### src/common/wlsc_pkg.sv
// Package with constants and state types of the wake-latch sensor-supply control block
package wlsc_pkg;
	// ------------------------------------------------------------
	// Timing figures in their own units
	// ------------------------------------------------------------
	localparam int CLK_MHZ = 125;
	localparam int SOFT_START_US = 1000;      // Soft-start of sensor supply, 1 ms typical low end
	localparam int KEY_FILTER_US = 7500;      // Key wake filter, 7.5 ms least
	localparam int BUS_FILTER_US = 7500;      // Bus wake filter, same deglitch used here
	localparam int STRETCH_SHORT_US = 1400;   // Hold stretch with pin grounded
	localparam int STRETCH_LONG_US = 4500;    // Hold stretch with 22 kOhm
	// ------------------------------------------------------------
	// Derived cycle counts (least times round up)
	// ------------------------------------------------------------
	localparam int SOFT_START_CYC = SOFT_START_US * CLK_MHZ;
	localparam int KEY_FILTER_CYC = KEY_FILTER_US * CLK_MHZ;
	localparam int BUS_FILTER_CYC = BUS_FILTER_US * CLK_MHZ;
	localparam int STRETCH_SHORT_CYC = STRETCH_SHORT_US * CLK_MHZ;
	localparam int STRETCH_LONG_CYC = STRETCH_LONG_US * CLK_MHZ;
	localparam int CNT_W = 20;
	// ------------------------------------------------------------
	// Bit positions and reset values
	// ------------------------------------------------------------
	localparam int SENS_ON_BIT = 0;           // Enable bit in sensor_ctrl_reg
	localparam int PWR_HOLD_BIT = 4;          // key_power_hold in safety_function_cfg
	localparam int KEY_STAT_BIT = 0;          // Filtered key level in device_state_reg
	localparam int OT_FLAG_BIT = 2;           // Overtemp flag in safety status
	localparam logic [7:0] CTRL_RST = 8'h00;
	// ------------------------------------------------------------
	// Device state machine
	// ------------------------------------------------------------
	typedef enum logic [4:0] {
		WLSC_ST_STANDBY = 5'b00001,
		WLSC_ST_RESET = 5'b00010,
		WLSC_ST_DIAG = 5'b00100,
		WLSC_ST_ACTIVE = 5'b01000,
		WLSC_ST_SAFE = 5'b10000
	} wlsc_state_t;
endpackage

### src/rtl/wlsc_deglitch.sv
// Level deglitch filter: output follows input after it stays stable
`timescale 1ns/1ps
module wlsc_deglitch #(
	parameter int FILTER_CYC = wlsc_pkg::KEY_FILTER_CYC
) (
	input wire logic sys_clk,
	input wire logic arst_n,
	input wire logic raw_in,
	output logic filt_out
);
	import wlsc_pkg::*;
	logic [CNT_W-1:0] cnt_reg;
	logic filt_reg;
	// ------------------------------------------------------------
	// Stability counter
	// ------------------------------------------------------------
	// Counter restarts whenever input equals output, so short glitches never pass
	always_ff @(posedge sys_clk or negedge arst_n) begin
		if (!arst_n) begin
			cnt_reg <= '0;
			filt_reg <= 1'b0;
		end else if (raw_in == filt_reg) begin
			cnt_reg <= '0;
		end else if (cnt_reg >= CNT_W'(FILTER_CYC - 1)) begin
			cnt_reg <= '0;
			filt_reg <= raw_in;
		end else begin
			cnt_reg <= cnt_reg + 1'b1;
		end
	end
	assign filt_out = filt_reg;
endmodule

### src/rtl/wlsc_timer.sv
// One-shot cycle timer: start loads a terminal count, done pulses at expiry
`timescale 1ns/1ps
module wlsc_timer (
	input wire logic sys_clk,
	input wire logic arst_n,
	input wire logic start,
	input wire logic abort,
	input wire logic [wlsc_pkg::CNT_W-1:0] term_cnt,
	output logic busy,
	output logic done
);
	import wlsc_pkg::*;
	logic [CNT_W-1:0] cnt_reg;
	logic busy_reg;
	logic done_reg;
	// ------------------------------------------------------------
	// Countdown
	// ------------------------------------------------------------
	always_ff @(posedge sys_clk or negedge arst_n) begin
		if (!arst_n) begin
			cnt_reg <= '0;
			busy_reg <= 1'b0;
			done_reg <= 1'b0;
		end else begin
			done_reg <= 1'b0;
			if (abort) begin
				busy_reg <= 1'b0;
			end else if (start) begin
				cnt_reg <= term_cnt;
				busy_reg <= 1'b1;
			end else if (busy_reg) begin
				if (cnt_reg <= CNT_W'(1)) begin
					busy_reg <= 1'b0;
					done_reg <= 1'b1;
				end else begin
					cnt_reg <= cnt_reg - 1'b1;
				end
			end
		end
	end
	assign busy = busy_reg;
	assign done = done_reg;
endmodule

### src/rtl/wlsc_ctrl.sv
// Control logic: sensor supply, wake filtering, power hold, standby and MCU reset stretch
`timescale 1ns/1ps
module wlsc_ctrl #(
	parameter int SOFT_CYC = wlsc_pkg::SOFT_START_CYC,
	parameter int KEY_CYC = wlsc_pkg::KEY_FILTER_CYC,
	parameter int BUS_CYC = wlsc_pkg::BUS_FILTER_CYC,
	parameter int STR_SHORT = wlsc_pkg::STRETCH_SHORT_CYC,
	parameter int STR_LONG = wlsc_pkg::STRETCH_LONG_CYC,
	parameter bit POST_RUN_RESET_EN = 1'b1
) (
	input wire logic sys_clk,
	input wire logic arst_n,
	input wire logic track_ref_input,
	input wire logic rails_ramped,
	input wire logic io_rail_ok,
	input wire logic core_rail_ok,
	input wire logic hold_stretch_pin,
	input wire logic key_wake_input,
	input wire logic bus_wake_input,
	input wire logic sensor_overtemp,
	input wire logic sensor_supply_low,
	input wire logic sensor_supply_high,
	input wire logic pump_level_high,
	input wire logic pump_level_low,
	input wire logic selftest_run,
	input wire logic diag_exit,
	input wire logic sensor_on_wr,
	input wire logic sensor_on_val,
	input wire logic safety_cfg_wr,
	input wire logic safety_cfg_val,
	input wire logic safety_stat_rd,
	input wire logic bus_standby_cmd,
	output logic track_mode,
	output logic sensor_supply_on_bit,
	output logic sensor_soft_start,
	output logic sensor_feedback,
	output logic overtemp_flag,
	output logic analog_selftest_error,
	output logic pump_high_flag,
	output logic pump_run,
	output logic key_stat,
	output logic key_power_hold,
	output logic bus_wake_held,
	output logic mcu_hold_low,
	output logic [4:0] dev_state
);
	import wlsc_pkg::*;
	wlsc_state_t state_reg;
	wlsc_state_t state_next;
	logic key_filt;
	logic bus_filt;
	logic key_filt_d_reg;
	logic track_reg;
	logic track_done_reg;
	logic on_reg;
	logic ot_reg;
	logic abist_reg;
	logic pump_reg;
	logic hold_reg;
	logic bus_held_reg;
	logic fb_reg;
	logic mcu_hold_low_reg;
	logic rails_good;
	logic stretch_busy;
	logic stretch_done;
	logic stretch_start;
	logic soft_busy;
	logic soft_done;
	logic soft_start;
	logic wake_any;
	logic key_rise;
	logic sleep_req;
	logic [CNT_W-1:0] stretch_cnt;

	// ------------------------------------------------------------
	// Wake filters
	// ------------------------------------------------------------
	// key wake deglitch
	wlsc_deglitch #(.FILTER_CYC(KEY_CYC)) u_key_filt (
		.sys_clk(sys_clk),
		.arst_n(arst_n),
		.raw_in(key_wake_input),
		.filt_out(key_filt)
	);
	wlsc_deglitch #(.FILTER_CYC(BUS_CYC)) u_bus_filt (
		.sys_clk(sys_clk),
		.arst_n(arst_n),
		.raw_in(bus_wake_input),
		.filt_out(bus_filt)
	);
	assign wake_any = key_filt | bus_filt;
	assign key_rise = key_filt & ~key_filt_d_reg;

	// Edge history of the filtered key level
	always_ff @(posedge sys_clk or negedge arst_n) begin
		if (!arst_n) begin
			key_filt_d_reg <= 1'b0;
		end else begin
			key_filt_d_reg <= key_filt;
		end
	end

	// ------------------------------------------------------------
	// Tracking mode latch
	// ------------------------------------------------------------
	// comparator level sampled synchronously; caught once at first ramp
	always_ff @(posedge sys_clk or negedge arst_n) begin
		if (!arst_n) begin
			track_reg <= 1'b0;
			track_done_reg <= 1'b0;
		end else if (!track_done_reg && rails_ramped) begin
			track_reg <= track_ref_input;
			track_done_reg <= 1'b1;
		end
	end

	// ------------------------------------------------------------
	// Reset stretch of the MCU reset
	// ------------------------------------------------------------
	assign rails_good = io_rail_ok & core_rail_ok;
	// grounded pin gives short stretch, resistor gives long
	assign stretch_cnt = hold_stretch_pin ? CNT_W'(STR_LONG) : CNT_W'(STR_SHORT);
	assign stretch_start = rails_good & ~stretch_busy & ~stretch_done;

	wlsc_timer u_stretch (
		.sys_clk(sys_clk),
		.arst_n(arst_n),
		.start(stretch_start),
		.abort(~rails_good | (state_reg != WLSC_ST_RESET)), // No stale count outlives RESET
		.term_cnt(stretch_cnt),
		.busy(stretch_busy),
		.done(stretch_done)
	);

	// reset low until rails good plus stretch; expiry in RESET releases it
	always_ff @(posedge sys_clk or negedge arst_n) begin
		if (!arst_n) begin
			mcu_hold_low_reg <= 1'b0;
		end else if (stretch_done && rails_good) begin
			mcu_hold_low_reg <= 1'b1;
		end else if (!rails_good || state_reg == WLSC_ST_RESET || state_reg == WLSC_ST_STANDBY) begin
			mcu_hold_low_reg <= 1'b0;
		end
	end

	// ------------------------------------------------------------
	// Device state machine
	// ------------------------------------------------------------
	// Sleep requested outside RESET when hold cleared with key low and no bus wake held, or by standby command while bus wake held
	assign sleep_req = (bus_standby_cmd & bus_held_reg) |
		(state_reg != WLSC_ST_RESET && !hold_reg && !key_filt && !bus_held_reg);

	always_comb begin
		state_next = state_reg;
		case (state_reg)
			WLSC_ST_STANDBY: begin
				if (wake_any) begin
					state_next = WLSC_ST_RESET;
				end
			end
			WLSC_ST_RESET: begin
				if (stretch_done && rails_good) begin
					state_next = WLSC_ST_DIAG;
				end
			end
			WLSC_ST_DIAG: begin
				// supply fault during self-test forces SAFE
				if (selftest_run && (sensor_supply_low || sensor_supply_high)) begin
					state_next = WLSC_ST_SAFE;
				end else if (diag_exit) begin
					state_next = WLSC_ST_ACTIVE;
				end
			end
			WLSC_ST_ACTIVE: begin
				// optional reset on key wake while held
				if (POST_RUN_RESET_EN && hold_reg && key_rise) begin
					state_next = WLSC_ST_RESET;
				end
			end
			WLSC_ST_SAFE: begin
				state_next = WLSC_ST_SAFE;
			end
			default: begin
				state_next = WLSC_ST_STANDBY;
			end
		endcase
		// standby entry bounces straight to RESET when wake is active
		if (state_reg != WLSC_ST_STANDBY && sleep_req) begin
			state_next = wake_any ? WLSC_ST_RESET : WLSC_ST_STANDBY;
		end
	end

	// State register; power-on starts in RESET
	always_ff @(posedge sys_clk or negedge arst_n) begin
		if (!arst_n) begin
			state_reg <= WLSC_ST_RESET;
		end else begin
			state_reg <= state_next;
		end
	end

	// Analog self-test error flag, sticky until power-on
	always_ff @(posedge sys_clk or negedge arst_n) begin
		if (!arst_n) begin
			abist_reg <= 1'b0;
		end else if (state_reg == WLSC_ST_DIAG && selftest_run &&
			(sensor_supply_low || sensor_supply_high)) begin
			abist_reg <= 1'b1;
		end
	end

	// ------------------------------------------------------------
	// Sensor supply enable and overtemperature
	// ------------------------------------------------------------
	// power-on reset, overtemperature, a standby entry or an MCU write of 0 clears the enable
	always_ff @(posedge sys_clk or negedge arst_n) begin
		if (!arst_n) begin
			on_reg <= CTRL_RST[SENS_ON_BIT];
		end else if (sensor_overtemp) begin
			on_reg <= 1'b0;
		end else if (state_next == WLSC_ST_STANDBY && state_reg != WLSC_ST_STANDBY) begin
			on_reg <= 1'b0;
		end else if (sensor_on_wr && mcu_hold_low_reg && !(ot_reg && sensor_on_val)) begin
			// MCU writes after reset release; a write of 1 is blocked while flag stands
			on_reg <= sensor_on_val;
		end
	end

	// Overtemp flag: a new event in the read cycle wins over the clear
	always_ff @(posedge sys_clk or negedge arst_n) begin
		if (!arst_n) begin
			ot_reg <= 1'b0;
		end else if (sensor_overtemp) begin
			ot_reg <= 1'b1;
		end else if (safety_stat_rd) begin
			ot_reg <= 1'b0;
		end
	end

	// soft-start on enable, feedback reached at its end
	assign soft_start = on_reg & ~fb_reg & ~soft_busy & ~soft_done;
	wlsc_timer u_soft (
		.sys_clk(sys_clk),
		.arst_n(arst_n),
		.start(soft_start),
		.abort(~on_reg),
		.term_cnt(CNT_W'(SOFT_CYC)),
		.busy(soft_busy),
		.done(soft_done)
	);

	// Feedback ramped flag follows soft-start completion
	always_ff @(posedge sys_clk or negedge arst_n) begin
		if (!arst_n) begin
			fb_reg <= 1'b0;
		end else if (!on_reg) begin
			fb_reg <= 1'b0;
		end else if (soft_done) begin
			fb_reg <= 1'b1;
		end
	end

	// ------------------------------------------------------------
	// Charge pump hysteresis
	// ------------------------------------------------------------
	// set when high enough, clear below threshold
	always_ff @(posedge sys_clk or negedge arst_n) begin
		if (!arst_n) begin
			pump_reg <= 1'b0;
		end else if (pump_level_high) begin
			pump_reg <= 1'b1;
		end else if (pump_level_low) begin
			pump_reg <= 1'b0;
		end
	end

	// ------------------------------------------------------------
	// Power hold and bus wake latch
	// ------------------------------------------------------------
	// writes only in DIAG; bus wake clears hold
	// while hold set, key fall has no effect
	always_ff @(posedge sys_clk or negedge arst_n) begin
		if (!arst_n) begin
			hold_reg <= 1'b0;
		end else if (bus_filt && !bus_held_reg) begin
			hold_reg <= 1'b0;
		end else if (safety_cfg_wr && state_reg == WLSC_ST_DIAG) begin
			// MCU sets hold to stay powered
			hold_reg <= safety_cfg_val;
		end
	end

	// filtered bus wake held until the standby command
	always_ff @(posedge sys_clk or negedge arst_n) begin
		if (!arst_n) begin
			bus_held_reg <= 1'b0;
		end else if (bus_filt) begin
			bus_held_reg <= 1'b1;
		end else if (bus_standby_cmd) begin
			bus_held_reg <= 1'b0;
		end
	end

	// ------------------------------------------------------------
	// Outputs
	// ------------------------------------------------------------
	assign track_mode = track_reg;
	assign sensor_supply_on_bit = on_reg;
	assign sensor_soft_start = soft_busy;
	assign sensor_feedback = fb_reg;
	assign overtemp_flag = ot_reg;
	assign analog_selftest_error = abist_reg;
	assign pump_high_flag = pump_reg;
	assign pump_run = ~pump_reg;
	assign key_stat = key_filt;
	assign key_power_hold = hold_reg;
	assign bus_wake_held = bus_held_reg;
	assign mcu_hold_low = mcu_hold_low_reg;   // High means MCU released
	assign dev_state = state_reg;
endmodule

### config.mk
export PLATFORM = sky130hd
export DESIGN_NAME = wlsc_ctrl
export DESIGN_NICKNAME = d
export VERILOG_FILES = /design/src/common/wlsc_pkg.sv /design/src/rtl/wlsc_deglitch.sv /design/src/rtl/wlsc_timer.sv /design/src/rtl/wlsc_ctrl.sv
export SDC_FILE = /design/constraint.sdc
export NUM_CORES = 1
export LEC_CHECK = 0
export BUFFER_PORTS_ARGS = -buffer_cell sky130_fd_sc_hd__buf_4
export CORE_UTILIZATION = 60
export CTS_CLUSTER_SIZE = 20
export DETAILED_ROUTE_END_ITERATION = 7
export PLACE_DENSITY = 0.77
export SLEW_MARGIN = 10
export SYNTH_ARGS = -nofsm -noshare
export SYNTH_HDL_FRONTEND = slang
export SYNTH_SLANG_ARGS = --single-unit
### constraint.sdc
create_clock -name sys_clk -period 3.1 [get_ports sys_clk]
set_input_delay 0 -clock sys_clk [delete_from_list [all_inputs] [get_ports sys_clk]]
set_output_delay 0 -clock sys_clk [all_outputs]
set_load 0.02 [all_outputs]
==> results of run 1 <==
[placed cells by master (no fill, tap or decap), types with 8 or more instances in the layout]
master | netlist | layout
dfrtp_1 | 101 | 101
nor2_1 | 86 | 86
buf_4 | 1 | 49
o21ai_0 | 36 | 34
nand2_1 | 31 | 31
a21oi_1 | 29 | 29
nand3_1 | 28 | 28
xnor2_1 | 22 | 22
inv_1 | 21 | 21
xor2_1 | 19 | 19
nor3_1 | 18 | 18
and3_1 | 16 | 16
nor4_1 | 15 | 15
dlygate4sd3_1 | 0 | 15
nand4_1 | 11 | 11
clkbuf_8 | 0 | 11
o31ai_1 | 8 | 8
[cell type report]
cell class,count,share of cell area (%)
multi-input cells,433,42.9
flip-flops and latches,102,41.8
repair buffers,64,8.47
clock buffers,12,2.54
well taps,105,2.15
inverters,21,1.29
clock inverters,4,0.900
[how the worst max path moves through the flow]
stage	from	end	slack, ns	cells after the start
final	u_stretch.cnt_reg[14]$_DFFE_PN0P_	u_stretch.cnt_reg[17]$_DFFE_PN0P_	0.54	6
after CTS	u_stretch.cnt_reg[14]$_DFFE_PN0P_	u_stretch.cnt_reg[17]$_DFFE_PN0P_	0.55	6
after global routing	u_stretch.cnt_reg[14]$_DFFE_PN0P_	u_stretch.cnt_reg[19]$_DFFE_PN0P_	0.29	6
after global placement	u_stretch.cnt_reg[14]$_DFFE_PN0P_	u_stretch.cnt_reg[19]$_DFFE_PN0P_	0.67	6
after detailed placement	u_stretch.cnt_reg[14]$_DFFE_PN0P_	u_stretch.cnt_reg[19]$_DFFE_PN0P_	0.62	6
after floorplan	u_soft.cnt_reg[12]$_DFFE_PN0P_	u_soft.cnt_reg[13]$_DFFE_PN0P_	0.89	5
[power breakdown]
part / internal (mW) / switching (mW)
clock: 0.421 / 0.457
combinational: 0.0699 / 0.0987
sequential: 1.34 / 0.0123
total: 1.83 / 0.568
[worst max-delay path, cell delays in order, from the launching register on]
cell	delay [ns]
dfrtp_1	0.43
or3_1	0.44
or3_1	0.40
o31ai_2	0.54
inv_1	0.36
a21oi_1	0.21
a21oi_1	0.06
[kinds of logic (layout without fill, tap and decap cells)]
group / count (synthesis) / after routing / synth area share, %
AND/OR/NAND/NOR: 255 / 255 / 24.7
AO/OA/AOI/OAI: 125 / 125 / 15.3
flip-flops: 102 / 102 / 48.0
XOR/XNOR: 41 / 41 / 6.75
buffers and inverters: 35 / 101 / 2.61
adder cells (fa/ha/maj): 6 / 6 / 1.41
multiplexers: 6 / 6 / 1.20
[metal layers]
| layer | routed length [um] | vias up | GRT usage, % |
|---|---|---|---|
| li1 | - | 2176 | - |
| met1 | 5250 | 2175 | 35.9 |
| met2 | 5800 | 97 | 45.7 |
| met3 | 429 | 12 | 4.74 |
| met4 | 170 | 0 | 9.20 |
| met5 | 0 | - | 0 |
==> results by group, run 1 <==
STA
  – Final setup viols: 0
  – Fin crit share: 82.6%
  – Hold Slack: 0.0550 ns
  – Fmax: 390 MHz
  – Final Skew: 0.0141 ns
  – Final hold viol count: 0
  – Final TNS setup: 0 ns
  – RSZ-0062 raised after global routing: no
  – Max_slew headroom: 42.6%
  – Max Transition Viols Final: 0
  – Final worst slack: 0.539 ns
  – Slew @ Worst Pin: 0.861 ns
  – Fin crit period: 2.56 ns

Yosys
  – Avg Cell Area, Syn: 9.33 um^2
  – Area share of the leading cell type in the synthesized netlist: 47.5%
  – Biggest area consumer among synthesized cells: dfrtp_1
  – Mapped cell area: 0.00532 mm^2
  – Warning count from the yosys run: 0
  – Synth Register Bits: 102
  – Ys async rst share: 100%
  – Synth top cells by count: dfrtp_1 (101), nor2_1 (86), o21ai_0 (36)
  – Main area contributors after synthesis: dfrtp_1 (48%), nor2_1 (6.1%), xnor2_1 (3.6%)
  – Most numerous cell in the Yosys netlist: dfrtp_1
  – Ys flop type: dfrtp_1
  – Register area share after synthesis: 48.0%
  – Post-synth EDFFs: 0
  – Cells after synthesis: 570
  – Syn_nets: 598
  – Yosys cell types: 63

Global route
  – Initial antenna violation count: 0
  – Largest net degree at the start of global routing: 69
  – First-pass GRT wire length: 19.5 mm
  – GRT Total Usage: 27.3%
  – Global route total overflow: 0
  – Vias in the first global route: 4305

Place
  – # placed instances: 710
  – Detailed Place HPWL: 8.17 mm
  – Placed Area: 0.00576 mm^2
  – Setup Slack @ Placement: 0.617 ns
  – Buffers on Ports: 38
  – GPL Wtd Cong: 0.858

CTS
  – CTS Buf Count: 9
  – Post-CTS Repair Setup Buffers: 0
  – Clock sink count: 102
  – CTS tree: built
  – Clock latency on the worst-skew pair: 0.37 ns
  – Clock-pin slew on the worst setup and hold paths: 0.10 ns
  – Hold Buf Count CTS: 15
  – Post-CTS resize count: 0
  – Clock buffer depth: 2
  – Root Buffer: clkbuf_8
  – H-tree depth: 3

Die
  – Die height: 96.1 um
  – Initial Util: 63.4%
  – Die Area: 0.00924 mm^2
  – Die Span X: 96.1 um
  – Io pins: 39
  – Floorplan Core Area: 0.00838 mm^2
  – Cell row count: 33

Critical path
  – Critical Path RT: 3.33 ns
  – RR Endpoint: u_stretch.cnt_reg[17]$_DFFE_PN0P_
  – Worst Reg-to-Reg Cells: 6
  – Worst setup path class: reg -> reg
  – R2r setup slk: 0.54 ns
  – Endpoint class of the critical path: flop
  – FF-to-FF Start: u_stretch.cnt_reg[14]$_DFFE_PN0P_
  – Critical path launch point type: flop
  – Critical path arrival: 2.79 ns
  – Crit path max fanout: 14

Power and ir drop
  – Power Total: 2.40 mW
  – Leakage: 2.79 nW
  – Power Dens Cells: 393 mW/mm^2
  – Max VDD drop: 0.288 mV

Final layout
  – Fin util: 73.0%
  – Fin nets: 659
  – Filler cell count: 647
  – Register area: 0.00255 mm^2
  – Diode count: 0
  – Synth-to-Final Area Change: 15.0%
  – Ratio of cells with drive above 1 in the final layout: 13.4%
  – Multi-input logic area: 0.00262 mm^2
  – Final design area excluding fillers: 0.00612 mm^2
  – Non-Filler Instances: 741

Flow run
  – Max-cap violations: 0

Route
  – DRT Wirelength: 11.7 mm
  – Initial DRC count: 210
  – DRT Pass-1 Iters: 4
  – Post-route ant nets: 0
  – Avg WL per Cell: 15.7 um
  – DR vias: 4460
  – Vias/cell: 6.02
  – Drt drc: 0

Worst hold path
  – Hold depth: 4
  – Endpoint with the worst hold slack: u_stretch.cnt_reg[11]$_DFFE_PN0P_
  – HP Start: hold_stretch_pin
  – Hold Path Class: in -> reg

Status
  – Status: finished clean
No activity file was read; power rests on OpenSTA's default activity.
==> run 2: changes to the inputs <==
==> constraint.sdc (replaced) <==
create_clock -name sys_clk -period 2.55 [get_ports sys_clk]
set_input_delay 0 -clock sys_clk [delete_from_list [all_inputs] [get_ports sys_clk]]
set_output_delay 0 -clock sys_clk [all_outputs]
set_load 0.02 [all_outputs]
==> results by group, run 2 (same netlist as run 1, synthesis figures left out) <==
Status
  – Status: finished clean (unchanged)

Final layout
  – Ratio of cells with drive above 1 in the final layout: 14.9% (was 13.4%)
  – Final design area excluding fillers: 0.00617 mm^2 (was 0.00612 mm^2)
  – Most frequent cells in the layout: dfrtp_1 (101), nor2_1 (86), buf_4 (58), o21ai_0 (34), nand2_1 (31) (was dfrtp_1 (101), nor2_1 (86), buf_4 (49), o21ai_0 (34), nand2_1 (31))
  – Most common cell after layout, fill and taps aside: dfrtp_1 (unchanged)
  – Register area: 0.00255 mm^2 (unchanged)
  – Diode count: 0 (unchanged)
  – Filler cell count: 628 (was 647)
  – Multi-input logic area: 0.00262 mm^2 (unchanged)
  – Non-Filler Instances: 751 (was 741)
  – Synth-to-Final Area Change: 16.1% (was 15.0%)
  – Fin nets: 669 (was 659)

Die
  – Die Span X: 96.1 um (unchanged)
  – Io pins: 39 (unchanged)
  – Cell row count: 33 (unchanged)
  – Die height: 96.1 um (unchanged)
  – Initial Util: 63.4% (unchanged)
  – Floorplan Core Area: 0.00838 mm^2 (unchanged)
  – Die Area: 0.00924 mm^2 (unchanged)

Worst hold path
  – HP Start: hold_stretch_pin (unchanged)
  – Hold Path Class: in -> reg (unchanged)
  – Hold depth: 4 (unchanged)
  – Endpoint with the worst hold slack: u_stretch.cnt_reg[11]$_DFFE_PN0P_ (unchanged)

CTS
  – Post-CTS resize count: 0 (unchanged)
  – Clock buffer depth: 2 (unchanged)
  – CTS Buf Count: 9 (unchanged)
  – CTS tree: built (unchanged)
  – Clock sink count: 102 (unchanged)
  – Hold Buf Count CTS: 15 (unchanged)
  – Post-CTS Repair Setup Buffers: 0 (unchanged)
  – Root Buffer: clkbuf_8 (unchanged)
  – Clock latency on the worst-skew pair: 0.38 ns (was 0.37 ns)
  – Clock-pin slew on the worst setup and hold paths: 0.10 ns (about the same)
  – H-tree depth: 3 (unchanged)

Global route
  – GR Layer Usage met2: 47.0% (was 45.7%)
  – Vias in the first global route: 4328 (was 4305)
  – Busiest grt layer: met2 (unchanged)
  – Initial antenna violation count: 0 (unchanged)
  – GR Util met1: 36.6% (was 35.9%)
  – GRT Total Usage: 27.8% (was 27.3%)
  – M3 GR Usage: 4.98% (was 4.74%)
  – First-pass GRT wire length: 19.9 mm (was 19.5 mm)
  – Global route total overflow: 0 (unchanged)
  – Largest net degree at the start of global routing: 63 (was 69)

Route
  – Vias/cell: 6.08 (was 6.02)
  – Drt drc: 0 (unchanged)
  – DR vias: 4569 (was 4460)
  – DRT Wirelength: 11.9 mm (was 11.7 mm)
  – DRT Pass-1 Iters: 4 (unchanged)
  – Post-route ant nets: 0 (unchanged)
  – Avg WL per Cell: 15.8 um (was 15.7 um)
  – Initial DRC count: 208 (was 210)

Critical path
  – R2r setup slk: 0.18 ns (was 0.54 ns)
  – Critical Path RT: 2.84 ns (was 3.33 ns)
  – FF-to-FF Start: sensor_feedback$_DFFE_PN0P_ (was u_stretch.cnt_reg[14]$_DFFE_PN0P_)
  – Crit-path cells: nor4b_1 -> nor3b_1 -> a211oi_1 -> or4b_1 -> a21oi_1 (was or3_1 -> or3_1 -> o31ai_2 -> inv_1 -> a21oi_1 -> a21oi_1)
  – Worst Reg-to-Reg Cells: 5 (was 6)
  – Crit path max-delay family: simple AND/OR/NAND/NOR gates (unchanged)
  – Crit path max fanout: 5 (was 14)
  – Critical path arrival: 2.66 ns (was 2.79 ns)
  – Slowest stage delay, CP: 0.53 ns (was 0.54 ns)
  – Worst path bufs/invs: 0 (was 1)
  – Critical path launch point type: flop (unchanged)
  – RR Endpoint: u_soft.cnt_reg[8]$_DFFE_PN0P_ (was u_stretch.cnt_reg[17]$_DFFE_PN0P_)
  – Endpoint class of the critical path: flop (unchanged)
  – Worst setup path class: reg -> reg (unchanged)
  – Slowest cell on crit path: a211oi_1 (was o31ai_2)

Place
  – Placed Area: 0.00584 mm^2 (was 0.00576 mm^2)
  – Buffers on Ports: 38 (unchanged)
  – # placed instances: 720 (was 710)
  – Detailed Place HPWL: 8.25 mm (was 8.17 mm)
  – GPL Wtd Cong: 0.884 (was 0.858)

STA
  – Final setup viols: 0 (unchanged)
  – Slew @ Worst Pin: 0.819 ns (was 0.861 ns)
  – Fin crit period: 2.37 ns (was 2.56 ns)
  – Final Skew: 0.0103 ns (was 0.0141 ns)
  – Fin crit share: 93.0% (was 82.6%)
  – Final hold viol count: 0 (unchanged)
  – Fmax: 422 MHz (was 390 MHz)
  – Final TNS setup: 0 ns (unchanged)
  – Max_slew headroom: 45.4% (was 42.6%)
  – RSZ-0062 raised after global routing: no (unchanged)
  – Max Transition Viols Final: 0 (unchanged)
  – Hold Slack: 0.0308 ns (was 0.0550 ns)

Power and ir drop
  – Leakage: 2.83 nW (was 2.79 nW)
  – Power Dens Cells: 457 mW/mm^2 (was 393 mW/mm^2)
  – Max VDD drop: 0.285 mV (was 0.288 mV)

Flow run
  – Max-cap violations: 0 (unchanged)
[run 2: changes by cell type in the layout (fill, tap and decap cells not counted), sizes merged]
cell,previous run,this run
buf,49,59
clkbuf,12,9
inv,21,24
bufinv,1,0
clkinvlp,1,2
[run 2: worst max-delay path by stage]
stage	cells past startpoint	from	slack [ns]	end
floorplan	5	u_soft.cnt_reg[12]$_DFFE_PN0P_	0.34	u_soft.cnt_reg[13]$_DFFE_PN0P_
detailed placement	5	sensor_feedback$_DFFE_PN0P_	0.25	u_soft.cnt_reg[8]$_DFFE_PN0P_
finish	5	sensor_feedback$_DFFE_PN0P_	0.18	u_soft.cnt_reg[8]$_DFFE_PN0P_
global route	5	sensor_feedback$_DFFE_PN0P_	0.06	u_soft.cnt_reg[8]$_DFFE_PN0P_
CTS	5	sensor_feedback$_DFFE_PN0P_	0.23	u_soft.cnt_reg[8]$_DFFE_PN0P_
global placement	5	u_soft.cnt_reg[12]$_DFFE_PN0P_	0.37	u_soft.cnt_reg[13]$_DFFE_PN0P_
[run 2: through the flow]
| stage | setup slack (ns) | power [mW] | utilization [%] |
|---|---|---|---|
| after floorplan | 0.345 | 1.77 | - |
| after global routing | 0.0552 | 2.93 | 73.7 |
| after detailed placement | 0.252 | 1.87 | 69.7 |
| after global placement | 0.369 | 1.87 | 69.7 |
| final | 0.180 | 2.82 | 73.7 |
| after CTS | 0.226 | 2.84 | 73.7 |
[run 2: worst reg2reg max path, delay by kind of cell (launching register included)]
kind | cells | cell delay [ns]
AO/OA/AOI/OAI | 2 | 0.73
flip-flops | 1 | 0.43
AND/OR/NAND/NOR | 3 | 1.13
[run 2: layer usage]
layer | wire length, um | up-vias
met5 | 0 | -
met4 | 127 | 0
met3 | 557 | 12
met2 | 5900 | 129
met1 | 5280 | 2225
li1 | - | 2203
[run 2: power breakdown]
part	internal [mW]	leakage [nW]	total, mW	switching (mW)
logic	0.0927	1.35	0.212	0.119
registers	1.63	1.39	1.65	0.0147
clock network	0.369	0.0895	0.964	0.595
[run 2: layout make-up]
| class | instances | area share (%) |
|---|---|---|
| clock buffer | 9 | 2.01 |
| clock inverter | 7 | 0.912 |
| inverter | 21 | 1.28 |
| multi-input combinational | 433 | 42.5 |
| sequential | 102 | 41.4 |
| tap | 105 | 2.13 |
| timing repair buffer | 74 | 9.81 |
